$ cat config.mk
export PLATFORM = sky130hd
export DESIGN_NAME = jlo_override_bank
export DESIGN_NICKNAME = d
export VERILOG_FILES = /design/src/design/jlo_pkg.sv /design/src/design/jlo_override_bank.sv
export VERILOG_INCLUDE_DIRS = /design/src /design/src/design
export SDC_FILE = /design/constraint.sdc
export NUM_CORES = 1
export LEC_CHECK = 0
export BUFFER_PORTS_ARGS = -buffer_cell sky130_fd_sc_hd__buf_2
export CAP_MARGIN = 10
export CORE_ASPECT_RATIO = 1.4
export CORE_MARGIN = 2
export CORE_UTILIZATION = 45
export DETAILED_ROUTE_END_ITERATION = 8
export PLACE_DENSITY_LB_ADDON = 0.05
export RECOVER_POWER = 50
export SLEW_MARGIN = 20
export SYNTH_ARGS = -nofsm -noshare
export SYNTH_HDL_FRONTEND = slang
export SYNTH_SLANG_ARGS = --single-unit
export TNS_END_PERCENT = 50
$ cat constraint.sdc
create_clock -name mclk -period 2.6 [get_ports mclk]
set_input_delay 0 -clock mclk [delete_from_list [all_inputs] [get_ports mclk]]
set_output_delay 0 -clock mclk [all_outputs]
set_load 0.1 [all_outputs]
$ cat src/design/jlo_regs.svh
// register offsets, field positions, reset values and defaults of the link override bank
`ifndef JLO_REGS_SVH
`define JLO_REGS_SVH

`define JLO_ADDR_LANE_CTRL      8'h73
`define JLO_ADDR_FCHK_12        8'h74
`define JLO_ADDR_FCHK_34        8'h75
`define JLO_ADDR_IDENT_12       8'h76
`define JLO_ADDR_IDENT_34       8'h77
`define JLO_ADDR_MF_FORCE       8'h78
`define JLO_ADDR_VER_SUB        8'h55

`define JLO_RST_VALUE           16'h0000

`define JLO_CTRL_IDENT_MSB      15
`define JLO_CTRL_FCHK_MSB       11
`define JLO_CTRL_VER_UNLOCK     4
`define JLO_CTRL_WMASK          16'hff10

`define JLO_HI_FIELD_LSB        8
`define JLO_IDENT_WMASK         16'h1f1f
`define JLO_MF_FORCE_BIT        15
`define JLO_MF_START_LSB        10
`define JLO_MF_WMASK            16'hfc00
`define JLO_VER_SUB_WMASK       16'he0e0
`define JLO_SUBCLASS_LSB        13
`define JLO_VERSION_LSB         5

`define JLO_SUBCLASS_DEFAULT    3'h1
`define JLO_VERSION_DEFAULT     3'h1
`define JLO_MF_START_DEFAULT    5'h00

`endif

$ cat src/design/jlo_pkg.sv
// types shared by the link override register bank
package jlo_pkg;

    typedef struct packed {
        logic [15:0] lane_override_control;
        logic [15:0] forced_checksum_lanes_1_2;
        logic [15:0] forced_checksum_lanes_3_4;
        logic [15:0] forced_lane_ident_1_2;
        logic [15:0] forced_lane_ident_3_4;
        logic [15:0] multiframe_counter_force;
        logic [15:0] version_subclass;
        logic [15:0] rdata;
    } jlo_state_t;

    typedef struct packed {
        logic [7:0]  addr;
        logic [15:0] wdata;
        logic        wr;
        logic        rd;
    } jlo_bus_req_t;

    typedef struct packed {
        logic [19:0] lane_ident;
        logic [31:0] lane_fchk;
        logic [2:0]  link_subclass_select;
        logic [2:0]  link_standard_version;
        logic        multiframe_counter_force_en;
        logic [4:0]  multiframe_counter_start;
    } jlo_link_cfg_t;

endpackage

$ cat src/design/jlo_override_bank.sv
// link parameter override register bank with per-lane identifier and checksum selection
//
// Design decision made here: the strobed register port.
`timescale 1ns/1ps
`include "jlo_regs.svh"

////////////////////////////////////////////////////////////////////////////////
// Summary of operation
// - control bits 15..12 enable lane 1..4 ident override, else ident 1..4 sent.
// - lane 1 ident from 0x76 bits 12-8, lane 2 from bits 4-0.
// - lane 3 ident from 0x77 bits 12-8, lane 4 from bits 4-0.
// - control bits 11..8 pick forced or computed checksum for lanes 1..4.
// - lane 1 forced checksum 0x74 bits 15-8, lane 2 bits 7-0.
// - lane 3 forced checksum 0x75 bits 15-8, lane 4 bits 7-0.
// - control bit 4 clear forces version B subclass 1; set lets fields act.
// - 0x78 bit 15 set loads counter start from bits 14-10, else default.
// - subclass codes 000/001/010 select 0/1/2; version 000=A, 001=B.
module jlo_override_bank #(
    parameter int LANES = 4
) (
    // clock and reset
    input  wire logic                  mclk,
    input  wire logic                  rst_b,
    // register port
    input  wire logic [7:0]            reg_addr,
    input  wire logic [15:0]           reg_wdata,
    input  wire logic                  reg_wr,
    input  wire logic                  reg_rd,
    output logic      [15:0]           reg_rdata,
    // checksums the transmitter computes itself, lane 1 in the low byte
    input  wire logic [LANES*8-1:0]    computed_fchk,
    // effective link parameters
    output jlo_pkg::jlo_link_cfg_t     link_cfg
);

    ////////////////////////////////////////////////////////////////////////////
    initial
    begin
        if (LANES != 4)
            $error("jlo_override_bank serves exactly four lanes");
    end

    jlo_pkg::jlo_state_t   st_r;
    jlo_pkg::jlo_state_t   st_nxt;
    jlo_pkg::jlo_bus_req_t req;
    jlo_pkg::jlo_link_cfg_t cfg_nxt;
    jlo_pkg::jlo_link_cfg_t cfg_r;

    assign req.addr  = reg_addr;
    assign req.wdata = reg_wdata;
    assign req.wr    = reg_wr;
    assign req.rd    = reg_rd;

    // masked write: reserved bits are dropped so they always read zero
    function automatic logic [15:0] wr_field(input logic [15:0] old_v,
                                             input logic [15:0] mask,
                                             input logic        hit,
                                             input logic [15:0] wd);
        wr_field = hit ? (wd & mask) : old_v;
    endfunction

    // picks the 8/5-bit field for a lane from a pair register: odd lane high
    function automatic logic [7:0] pair_field(input logic [15:0] r, input int lane);
        pair_field = (lane % 2 == 0) ? r[15:8] : r[7:0];
    endfunction

    ////////////////////////////////////////////////////////////////////////////
    always_comb
    begin
        st_nxt = st_r;
        st_nxt.lane_override_control = wr_field(st_r.lane_override_control,
            `JLO_CTRL_WMASK, req.wr && req.addr == `JLO_ADDR_LANE_CTRL, req.wdata);
        st_nxt.forced_checksum_lanes_1_2 = wr_field(st_r.forced_checksum_lanes_1_2,
            16'hffff, req.wr && req.addr == `JLO_ADDR_FCHK_12, req.wdata);
        st_nxt.forced_checksum_lanes_3_4 = wr_field(st_r.forced_checksum_lanes_3_4,
            16'hffff, req.wr && req.addr == `JLO_ADDR_FCHK_34, req.wdata);
        st_nxt.forced_lane_ident_1_2 = wr_field(st_r.forced_lane_ident_1_2,
            `JLO_IDENT_WMASK, req.wr && req.addr == `JLO_ADDR_IDENT_12, req.wdata);
        st_nxt.forced_lane_ident_3_4 = wr_field(st_r.forced_lane_ident_3_4,
            `JLO_IDENT_WMASK, req.wr && req.addr == `JLO_ADDR_IDENT_34, req.wdata);
        st_nxt.multiframe_counter_force = wr_field(st_r.multiframe_counter_force,
            `JLO_MF_WMASK, req.wr && req.addr == `JLO_ADDR_MF_FORCE, req.wdata);
        st_nxt.version_subclass = wr_field(st_r.version_subclass,
            `JLO_VER_SUB_WMASK, req.wr && req.addr == `JLO_ADDR_VER_SUB, req.wdata);
        // read data valid only in the cycle after the strobe; unmapped reads zero
        st_nxt.rdata = 16'h0000;
        if (req.rd)
        begin
            case (req.addr)
                `JLO_ADDR_LANE_CTRL: st_nxt.rdata = st_r.lane_override_control;
                `JLO_ADDR_FCHK_12:   st_nxt.rdata = st_r.forced_checksum_lanes_1_2;
                `JLO_ADDR_FCHK_34:   st_nxt.rdata = st_r.forced_checksum_lanes_3_4;
                `JLO_ADDR_IDENT_12:  st_nxt.rdata = st_r.forced_lane_ident_1_2;
                `JLO_ADDR_IDENT_34:  st_nxt.rdata = st_r.forced_lane_ident_3_4;
                `JLO_ADDR_MF_FORCE:  st_nxt.rdata = st_r.multiframe_counter_force;
                `JLO_ADDR_VER_SUB:   st_nxt.rdata = st_r.version_subclass;
                default:             st_nxt.rdata = 16'h0000;
            endcase
        end
    end

    ////////////////////////////////////////////////////////////////////////////
    // effective per-lane values are built from the registered state and the computed_fchk input, then registered so that
    // the link side sees a glitch-free, registered configuration
    always_comb
    begin
        logic [15:0] ctl;
        logic [15:0] idr;
        logic [15:0] fkr;
        logic [7:0]  idf;
        ctl = st_r.lane_override_control;
        idr = 16'h0000;
        fkr = 16'h0000;
        idf = 8'h00;
        cfg_nxt = '0;
        for (int l = 0; l < 4; l++)
        begin
            idr = (l < 2) ? st_r.forced_lane_ident_1_2 : st_r.forced_lane_ident_3_4;
            fkr = (l < 2) ? st_r.forced_checksum_lanes_1_2 : st_r.forced_checksum_lanes_3_4;
            idf = pair_field(idr, l);
            if (ctl[`JLO_CTRL_IDENT_MSB - l])
                cfg_nxt.lane_ident[l*5 +: 5] = idf[4:0];
            else
                cfg_nxt.lane_ident[l*5 +: 5] = 5'(l + 1);
            if (ctl[`JLO_CTRL_FCHK_MSB - l])
                cfg_nxt.lane_fchk[l*8 +: 8] = pair_field(fkr, l);
            else
                cfg_nxt.lane_fchk[l*8 +: 8] = computed_fchk[l*8 +: 8];
        end
        if (ctl[`JLO_CTRL_VER_UNLOCK])
        begin
            cfg_nxt.link_subclass_select =
                st_r.version_subclass[`JLO_SUBCLASS_LSB +: 3];
            cfg_nxt.link_standard_version =
                st_r.version_subclass[`JLO_VERSION_LSB +: 3];
        end
        else
        begin
            cfg_nxt.link_subclass_select  = `JLO_SUBCLASS_DEFAULT;
            cfg_nxt.link_standard_version = `JLO_VERSION_DEFAULT;
        end
        cfg_nxt.multiframe_counter_force_en =
            st_r.multiframe_counter_force[`JLO_MF_FORCE_BIT];
        cfg_nxt.multiframe_counter_start = cfg_nxt.multiframe_counter_force_en ?
            st_r.multiframe_counter_force[`JLO_MF_START_LSB +: 5] :
            `JLO_MF_START_DEFAULT;
    end

    ////////////////////////////////////////////////////////////////////////////
    always_ff @(posedge mclk)
    begin
        if (!rst_b)
        begin
            st_r  <= '0;
            cfg_r <= '0;
        end
        else
        begin
            st_r  <= st_nxt;
            cfg_r <= cfg_nxt;
        end
    end

    assign reg_rdata = st_r.rdata;
    assign link_cfg  = cfg_r;

endmodule // jlo_override_bank

==> results of run 1 <==
==> cell usage after synthesis (all sizes together), types with 4 or more instances <==
cell type	n	share of area
nor2	16	0.010
dfxtp	153	0.52
nand4	4	0.0042
nor2b	45	0.048
clkbuf	22	0.014
mux2i	57	0.096
mux4	4	0.015
a22o	4	0.0059
mux2	7	0.013
o21ai	55	0.047
buf	37	0.042
a21oi	5	0.0042
nand2	37	0.023
inv	9	0.0057
nor4	5	0.0053
a21boi	13	0.017
a32oi	4	0.0059
nand3	58	0.049
and3	27	0.029
==> cells in the final DEF (no fill, tap or decap), types with 4 or more instances in the layout <==
cell type      instances
clkbuf_16             17
buf_2                 74
nand3_1               58
o21ai_0               50
mux2i_1               57
buf_4                  7
dfxtp_1              153
clkinvlp_4             4
a21boi_0              13
dlygate4sd3_1         56
inv_6                  6
nor4_1                 4
and3_1                27
nand2_1               37
nand4_1                4
a32oi_1                4
mux2_2                 7
nor2b_1               45
a21oi_1                5
o21ai_1                4
clkbuf_1              66
nor2_1                16
a22o_1                 4
mux4_2                 4
inv_1                  9
==> power groups by stage <==
stage	registers [mW]	clock network, mW	logic, mW
after floorplan	2.67	0	0.127
after global placement	2.44	0	0.479
after detailed placement	2.44	0	0.481
after CTS	2.39	2.36	0.540
after global routing	2.39	2.46	0.560
final	2.39	2.32	0.533
==> stage by stage <==
| step | std cells | hold slack [ns] |
|---|---|---|
| final | 922 | 0.03546 |
| after CTS | 922 | 0.02212 |
| after floorplan | 593 | 0.1561 |
| after global routing | 922 | 0.04816 |
| after detailed placement | 834 | 0.2592 |
| after global placement | 834 | 0.2525 |
==> routing by layer <==
layer	up-vias	track usage	wire [µm]
met5	-	0	0
li1	2401	-	-
met3	20	0.04771	831
met4	0	0.08108	356
met2	166	0.4337	8791
met1	2286	0.3072	7161
==> registers in the layout (all words and copies together) (netlist names) <==
register,count
cfg_nxt,1
link_cfg,64
reg_rdata,16
st_r,72
==> repair_timing <==
item | CTS | global route
hold endpoints to repair | 97 | 0
gates resized for setup | 0 | 0
hold buffers | 56 | 0
==> cell families after synthesis <==
| family | Yosys count | share of synthesized area |
|---|---|---|
| DFF | 153 | 0.5179 |
| buffers and inverters | 68 | 0.06177 |
| muxes | 68 | 0.1250 |
| and+or+nand+nor | 212 | 0.1997 |
| AOI/OAI and AO/OA | 92 | 0.09562 |
==> final cells by class <==
| type | instances | area, µm² |
|---|---|---|
| clock buffers | 19 | 442.9 |
| clock inverters | 13 | 107.6 |
| fillers | 1157 | 5235 |
| inverters | 9 | 33.78 |
| multi-input cells | 372 | 2492 |
| flip-flops and latches | 153 | 3063 |
| well taps | 153 | 191.4 |
| repair buffers | 203 | 1247 |
==> worst max path at each step <==
stage | endpoint | slack, ns | from
3_5_place_dp | st_r[126] | 0.73 | reg_addr[1]
3_3_place_gp | st_r[120] | 0.80 | reg_addr[1]
6_report | st_r[90] | 0.61 | rst_b
4_1_cts | st_r[43] | 0.72 | reg_addr[3]
5_1_grt | st_r[90] | 0.32 | rst_b
2_1_floorplan | reg_rdata[10] | 1.32 | st_r[122]
==> summary.md, run 1 <==
| Metric | Value |
|---|---|
| Clk pwr share | 0.443 |
| Worst-Skew Late Latency | 0.43 ns |
| CTS Buf Count | 17 |
| Final TNS setup | 0 ns |
| Top_reg_cell synth | dfxtp_1 |
| Pre-CTS WS | 0.7275 ns |
| Layout cell share with drive strength beyond 1 | 0.1717 |
| Fin area | 0.007579 mm² |
| Routed vias/inst | 5.285 |
| Initial core utilization | 0.4616 |
| Final Power | 5.238 mW |
| GRT Total Usage | 0.2495 |
| Required time of the critical path | 2.95 ns |
| Worst-path cell chain | buf_4, clkbuf_1, nand2_1, o21ai_0 |
| Status | finished with violations |
| Area Overhead vs Synth | 28.14% |
| Combinational power share | 0.102 |
| GPL Wtd Cong | 0.8530 |
| Antenna fix cells | 0 |
| Slowest cell on the critical path | clkbuf_1 |
| Maximum vdd ir drop | 0.4430 mV |
| CP bufs+invs | 2 |
| Synthesized cell area | 0.005914 mm² |
| Core box area | 0.01281 mm² |
| Routed wire length | 17.14 mm |
| Final design utilization | 0.5914 |
| Largest net degree at the start of global routing | 68 |
| Post-synthesis sequential area ratio | 0.5179 |
| Sequential power share | 0.456 |
| TritonCTS clock tree | yes |
| First-pass GRT wire length | 26.77 mm |
| Final worst-path cycle share | 0.7639 |
| Hold crit path type | in -> reg |
| Synth cell types | 45 |
| Chip width | 100.9 µm |
| Power per cell area | 691.1 mW/mm² |
| Reg2reg start | st_r[120] |
| Post-DR wirelength/cell | 18.59 µm |
| Postcts setup bufs | 0 |
| Worst reg2reg setup slack | 1.15 ns |
| Initial antenna violation count | 0 |
| Sw Share | 0.2758 |
| Post-synth ARST share | 0 |
| Clock Pin Slew Worst Setup and Hold Paths | 0.06 ns |
| Root Buffer | clkbuf_16 |
| Seq cells post-synth | 153 |
| Final min period | 1.986 ns |
| Final worst slack | 0.6139 ns |
| Die Y | 139.6 µm |
| Reg-to-Reg End | reg_rdata[8] |
| Pleak | 2.882 nW |
| Switching power | 1.444 mW |
| Max Cap Viol | 1 |
| Crit Path Class | in -> reg |
| Cell depth of the worst min-delay path | 2 |
| # DRC | 0 |
| Highest Clock Rate | 503.5 MHz |
| Setup-failing EPs final | 0 |
| Vias in the first global route | 4829 |
| Clock skew | 0.01357 ns |
| Synth warn | 0 |
| Rows | 49 |
| Worst Setup Start Kind | input pin |
| Post-Syn Instances | 593 |
| CTS Sinks | 153 |
| Min-Delay Endpoint | link_cfg[50] |
| Syn Nets | 653 |
| Placed cell area | 0.006551 mm² |
| Slew Viols, Final | 49 |
| RSZ-0062 raised after global routing | no |
| Hold path startpoint | rst_b |
| Top delay family on crit path | buffers and inverters |
| Die area | 0.01409 mm² |
| Drt first pass iters | 5 |
| I/O pin cnt | 140 |
| Post-Syn Area per Cell | 9.974 µm² |
| Final hold violation count | 0 |
| Number of enable flip-flop cells after synthesis | 0 |
| Max incr delay on CP | 1.29 ns |
| WP depth | 4 |
| # H-tree levels | 4 |
| Worst-case clock buffer depth | 2 |
| Nets@finish | 816 |
| Max_slew headroom | -0.1584 |
| Critical Path Fanout Max | 48 |
| Failing checks | max-capacitance violations, max-slew violations |
| Antenna-violating nets left | 0 |
| HPWL Detailed | 12.29 mm |
| Initial drt markers | 178 |
| Cell Int Power | 3.793 mW |
| Via count | 4873 |
| Reg2Reg Depth | 3 |
| Port Buf Inserts | 139 |
| Arrival time worst endpoint | 2.33 ns |
| Worst-Margin Slew | 1.738 ns |
| Setup crit end kind | flop |
| Total congestion overflow | 0 |
No activity file was read; power rests on OpenSTA's default activity.
==> run 2, diff against run 1 <==
- clock period: 2.6 -> 1.7 ns (I/O delays scaled with it)
==> run 2 against run 1 <==
- the run now ends clean
- die area did not move
- sequential share of layout area is 0.81 points lower
- flip-flop and latch count is the same
- combinational power increased by 59%
- via count increased by 0.53%
- global-route usage rose by 0.35 points
- largest power group is now the clock network
- sequential power increased by 53%
- non-clock buffer count up 14
- clock-buffer cell count down 1
- critical path type unchanged
==> summary.md, run 2 (synthesis gave the netlist of run 1 again) <==
| Metric | Value |
|---|---|
| Initial drt markers | 212 (+19%) |
| Routed wire length | 17.40 mm (+1.5%) |
| Most frequent cells in the layout | dfxtp_1, buf_2, nand3_1 |
| Via count | 4899 (+0.53%) |
| Die area | 0.01409 mm² (unchanged) |
| Rows | 49 (unchanged) |
| Setup crit end kind | flop |
| Final min period | 1.478 ns |
| Cell depth of the worst min-delay path | 4 (+2) |
| # DRC | 0 (unchanged) |
| Final worst-path cycle share | 0.8697 |
| Post-Layout Cell Count | 936 (+1.5%) |
| DP Cell Count | 855 (+2.5%) |
| Required time of the critical path | 1.98 ns (-0.97 ns) |
| Chip width | 100.9 µm (unchanged) |
| Worst Setup Start Kind | input pin |
| I/O pin cnt | 140 (unchanged) |
| Antenna fix cells | 0 (unchanged) |
| Sw Share | 0.2716 (-0.004191) |
| Hold path startpoint | reg_wr |
| Multi-input gate area | 0.002475 mm² (-0.70%) |
| Initial core utilization | 0.4616 (unchanged) |
| Worst-case clock buffer depth | 2 (unchanged) |
| GPL Wtd Cong | 0.8430 (-1.2%) |
| Core box area | 0.01281 mm² (unchanged) |
| Worst reg2reg setup slack | 0.37 ns (-0.78 ns) |
| Port Buf Inserts | 139 (unchanged) |
| Largest Register | st_r |
| Die Y | 139.6 µm (unchanged) |
| Reg area | 0.003063 mm² (unchanged) |
| Max_slew headroom | 0.5269 (+0.6853) |
| Layout cell share with drive strength beyond 1 | 0.2631 (+0.09144) |
| Maximum vdd ir drop | 0.6024 mV (+36%) |
| Pleak | 3.213 nW (+11%) |
| Final Power | 8.191 mW (+56%) |
| RSZ-0062 raised after global routing | no |
| Drt first pass iters | 5 (unchanged) |
| Area Overhead vs Synth | 30.76% |
| Post-DR wirelength/cell | 18.59 µm (about the same) |
| HPWL Detailed | 12.86 mm (+4.6%) |
| First-pass GRT wire length | 26.99 mm (+0.82%) |
| Commonest non-fill, non-tap cell in the layout | dfxtp_1 |
| TritonCTS clock tree | yes |
| CTS Buf Count | 17 (unchanged) |
| Highest Clock Rate | 676.4 MHz |
| Routed vias/inst | 5.234 (-0.97%) |
| Largest net degree at the start of global routing | 81 (+19%) |
| Reg2Reg Depth | 3 (unchanged) |
| Cts repair resizes | 0 (unchanged) |
| CTS Sinks | 153 (unchanged) |
| Antenna-violating nets left | 0 (unchanged) |
| Initial antenna violation count | 0 (unchanged) |
| Arrival time worst endpoint | 1.76 ns (-0.57 ns) |
| Cell Int Power | 5.966 mW (+57%) |
| Final worst slack | 0.2215 ns (-0.3924 ns) |
| Clock skew | 0.01257 ns (-0.0009914 ns) |
| Reg2reg start | st_r[120] |
| Vias in the first global route | 4916 (+1.8%) |
| Final TNS setup | 0 ns (unchanged) |
| Final hold violation count | 0 (unchanged) |
| Slew Viols, Final | 0 (-100%) |
| Critical Path Fanout Max | 10 (-79%) |
| Combinational power share | 0.104 (+0.002) |
| Total congestion overflow | 0 (unchanged) |
| Sequential power share | 0.445 (-0.011) |
| # H-tree levels | 4 (unchanged) |
| Reg-to-Reg End | link_cfg[43] |
| Crit Path Class | in -> reg |
| Hold crit path type | in -> reg |
| Worst-Margin Slew | 0.7097 ns (-1.028 ns) |
| Status | completed |
| Setup-failing EPs final | 0 (unchanged) |
| Switching power | 2.224 mW (+54%) |
| Power per cell area | 1059 mW/mm² (+53%) |
| Root Buffer | clkbuf_16 |
| Clock Pin Slew Worst Setup and Hold Paths | 0.07 ns (about the same) |
| Clk pwr share | 0.451 (+0.008) |
| GRT Total Usage | 0.2529 (+0.003463) |
| Number of fill cells in the layout | 1141 (-1.4%) |
| Min-Delay Endpoint | st_r[44] |
| Worst-Skew Late Latency | 0.42 ns (about the same) |
| Pre-CTS WS | 0.1496 ns (-0.5778 ns) |
| Nets@finish | 830 (+1.7%) |
| Max Cap Viol | 0 (-1) |
| Largest register FFs | 72 (unchanged) |
## run 2: changes by cell type in the layout (fill, tap and decap cells not counted), sizes merged
cell         before  now
clkinv            2    4
dlygate4sd3      56   49
clkbuf           84   30
buf              82  156
clkinvlp          4    2
bufinv            0    1
## run 2: routing by layer
metal	vias to the layer above	routed length, µm	track usage	part of all wire
li1	2420	-	-	-
met1	2324	7347	0.3005	0.42
met2	137	9032	0.4428	0.52
met3	18	659	0.05324	0.038
met4	0	363	0.09317	0.021
met5	-	0	0	0
## run 2: worst max path at each step
stage	slack, ns	start	end	cells after the start
final	0.22	reg_addr[1]	reg_rdata[4]	6
after global routing	0.18	reg_addr[7]	st_r[124]	7
after floorplan	0.42	st_r[122]	reg_rdata[10]	5
after CTS	0.42	st_r[94]	reg_rdata[14]	4
after global placement	0.12	reg_addr[5]	reg_rdata[8]	6
after detailed placement	0.15	reg_addr[5]	reg_rdata[8]	6
## run 2: critical path: stages
cell and delay (ns):
buf_2 0.20, mux2_2 0.35, and3_1 0.17, o21ai_0 0.55, clkbuf_1 0.35, nor2_1 0.13
## run 2: cell type report
cell class	instances	share of cell area
sequential	153	0.3961
clock buffer	18	0.05549
timing repair buffer	217	0.1791
tap	153	0.02475
clock inverter	14	0.02022
inverter	9	0.004368
multi-input combinational	372	0.3200
## run 2: what timing repair did
item,CTS,global route
hold endpoints to repair,93,0
setup buffers,0,0
hold buffers,49,0
## run 2: power by group through the flow
| stage | sequential (mW) | clock [mW] | combinational [mW] |
|---|---|---|---|
| after CTS | 3.65 | 3.76 | 0.854 |
| after floorplan | 4.09 | 0 | 0.195 |
| final | 3.65 | 3.69 | 0.848 |
| after detailed placement | 3.73 | 0 | 0.766 |
| after global placement | 3.73 | 0 | 0.763 |
| after global routing | 3.65 | 3.93 | 0.894 |
## run 2: per-stage QoR
step / cell area [µm²] / hold WS, ns / utilization
floorplan: 5914 / 0.1561 / -
global placement: 6709 / 0.2542 / 0.5236
detailed placement: 6709 / 0.2607 / 0.5236
CTS: 7785 / 0.009111 / 0.6076
global route: 7734 / 0.07856 / 0.6036
finish: 7734 / 0.06285 / 0.6036
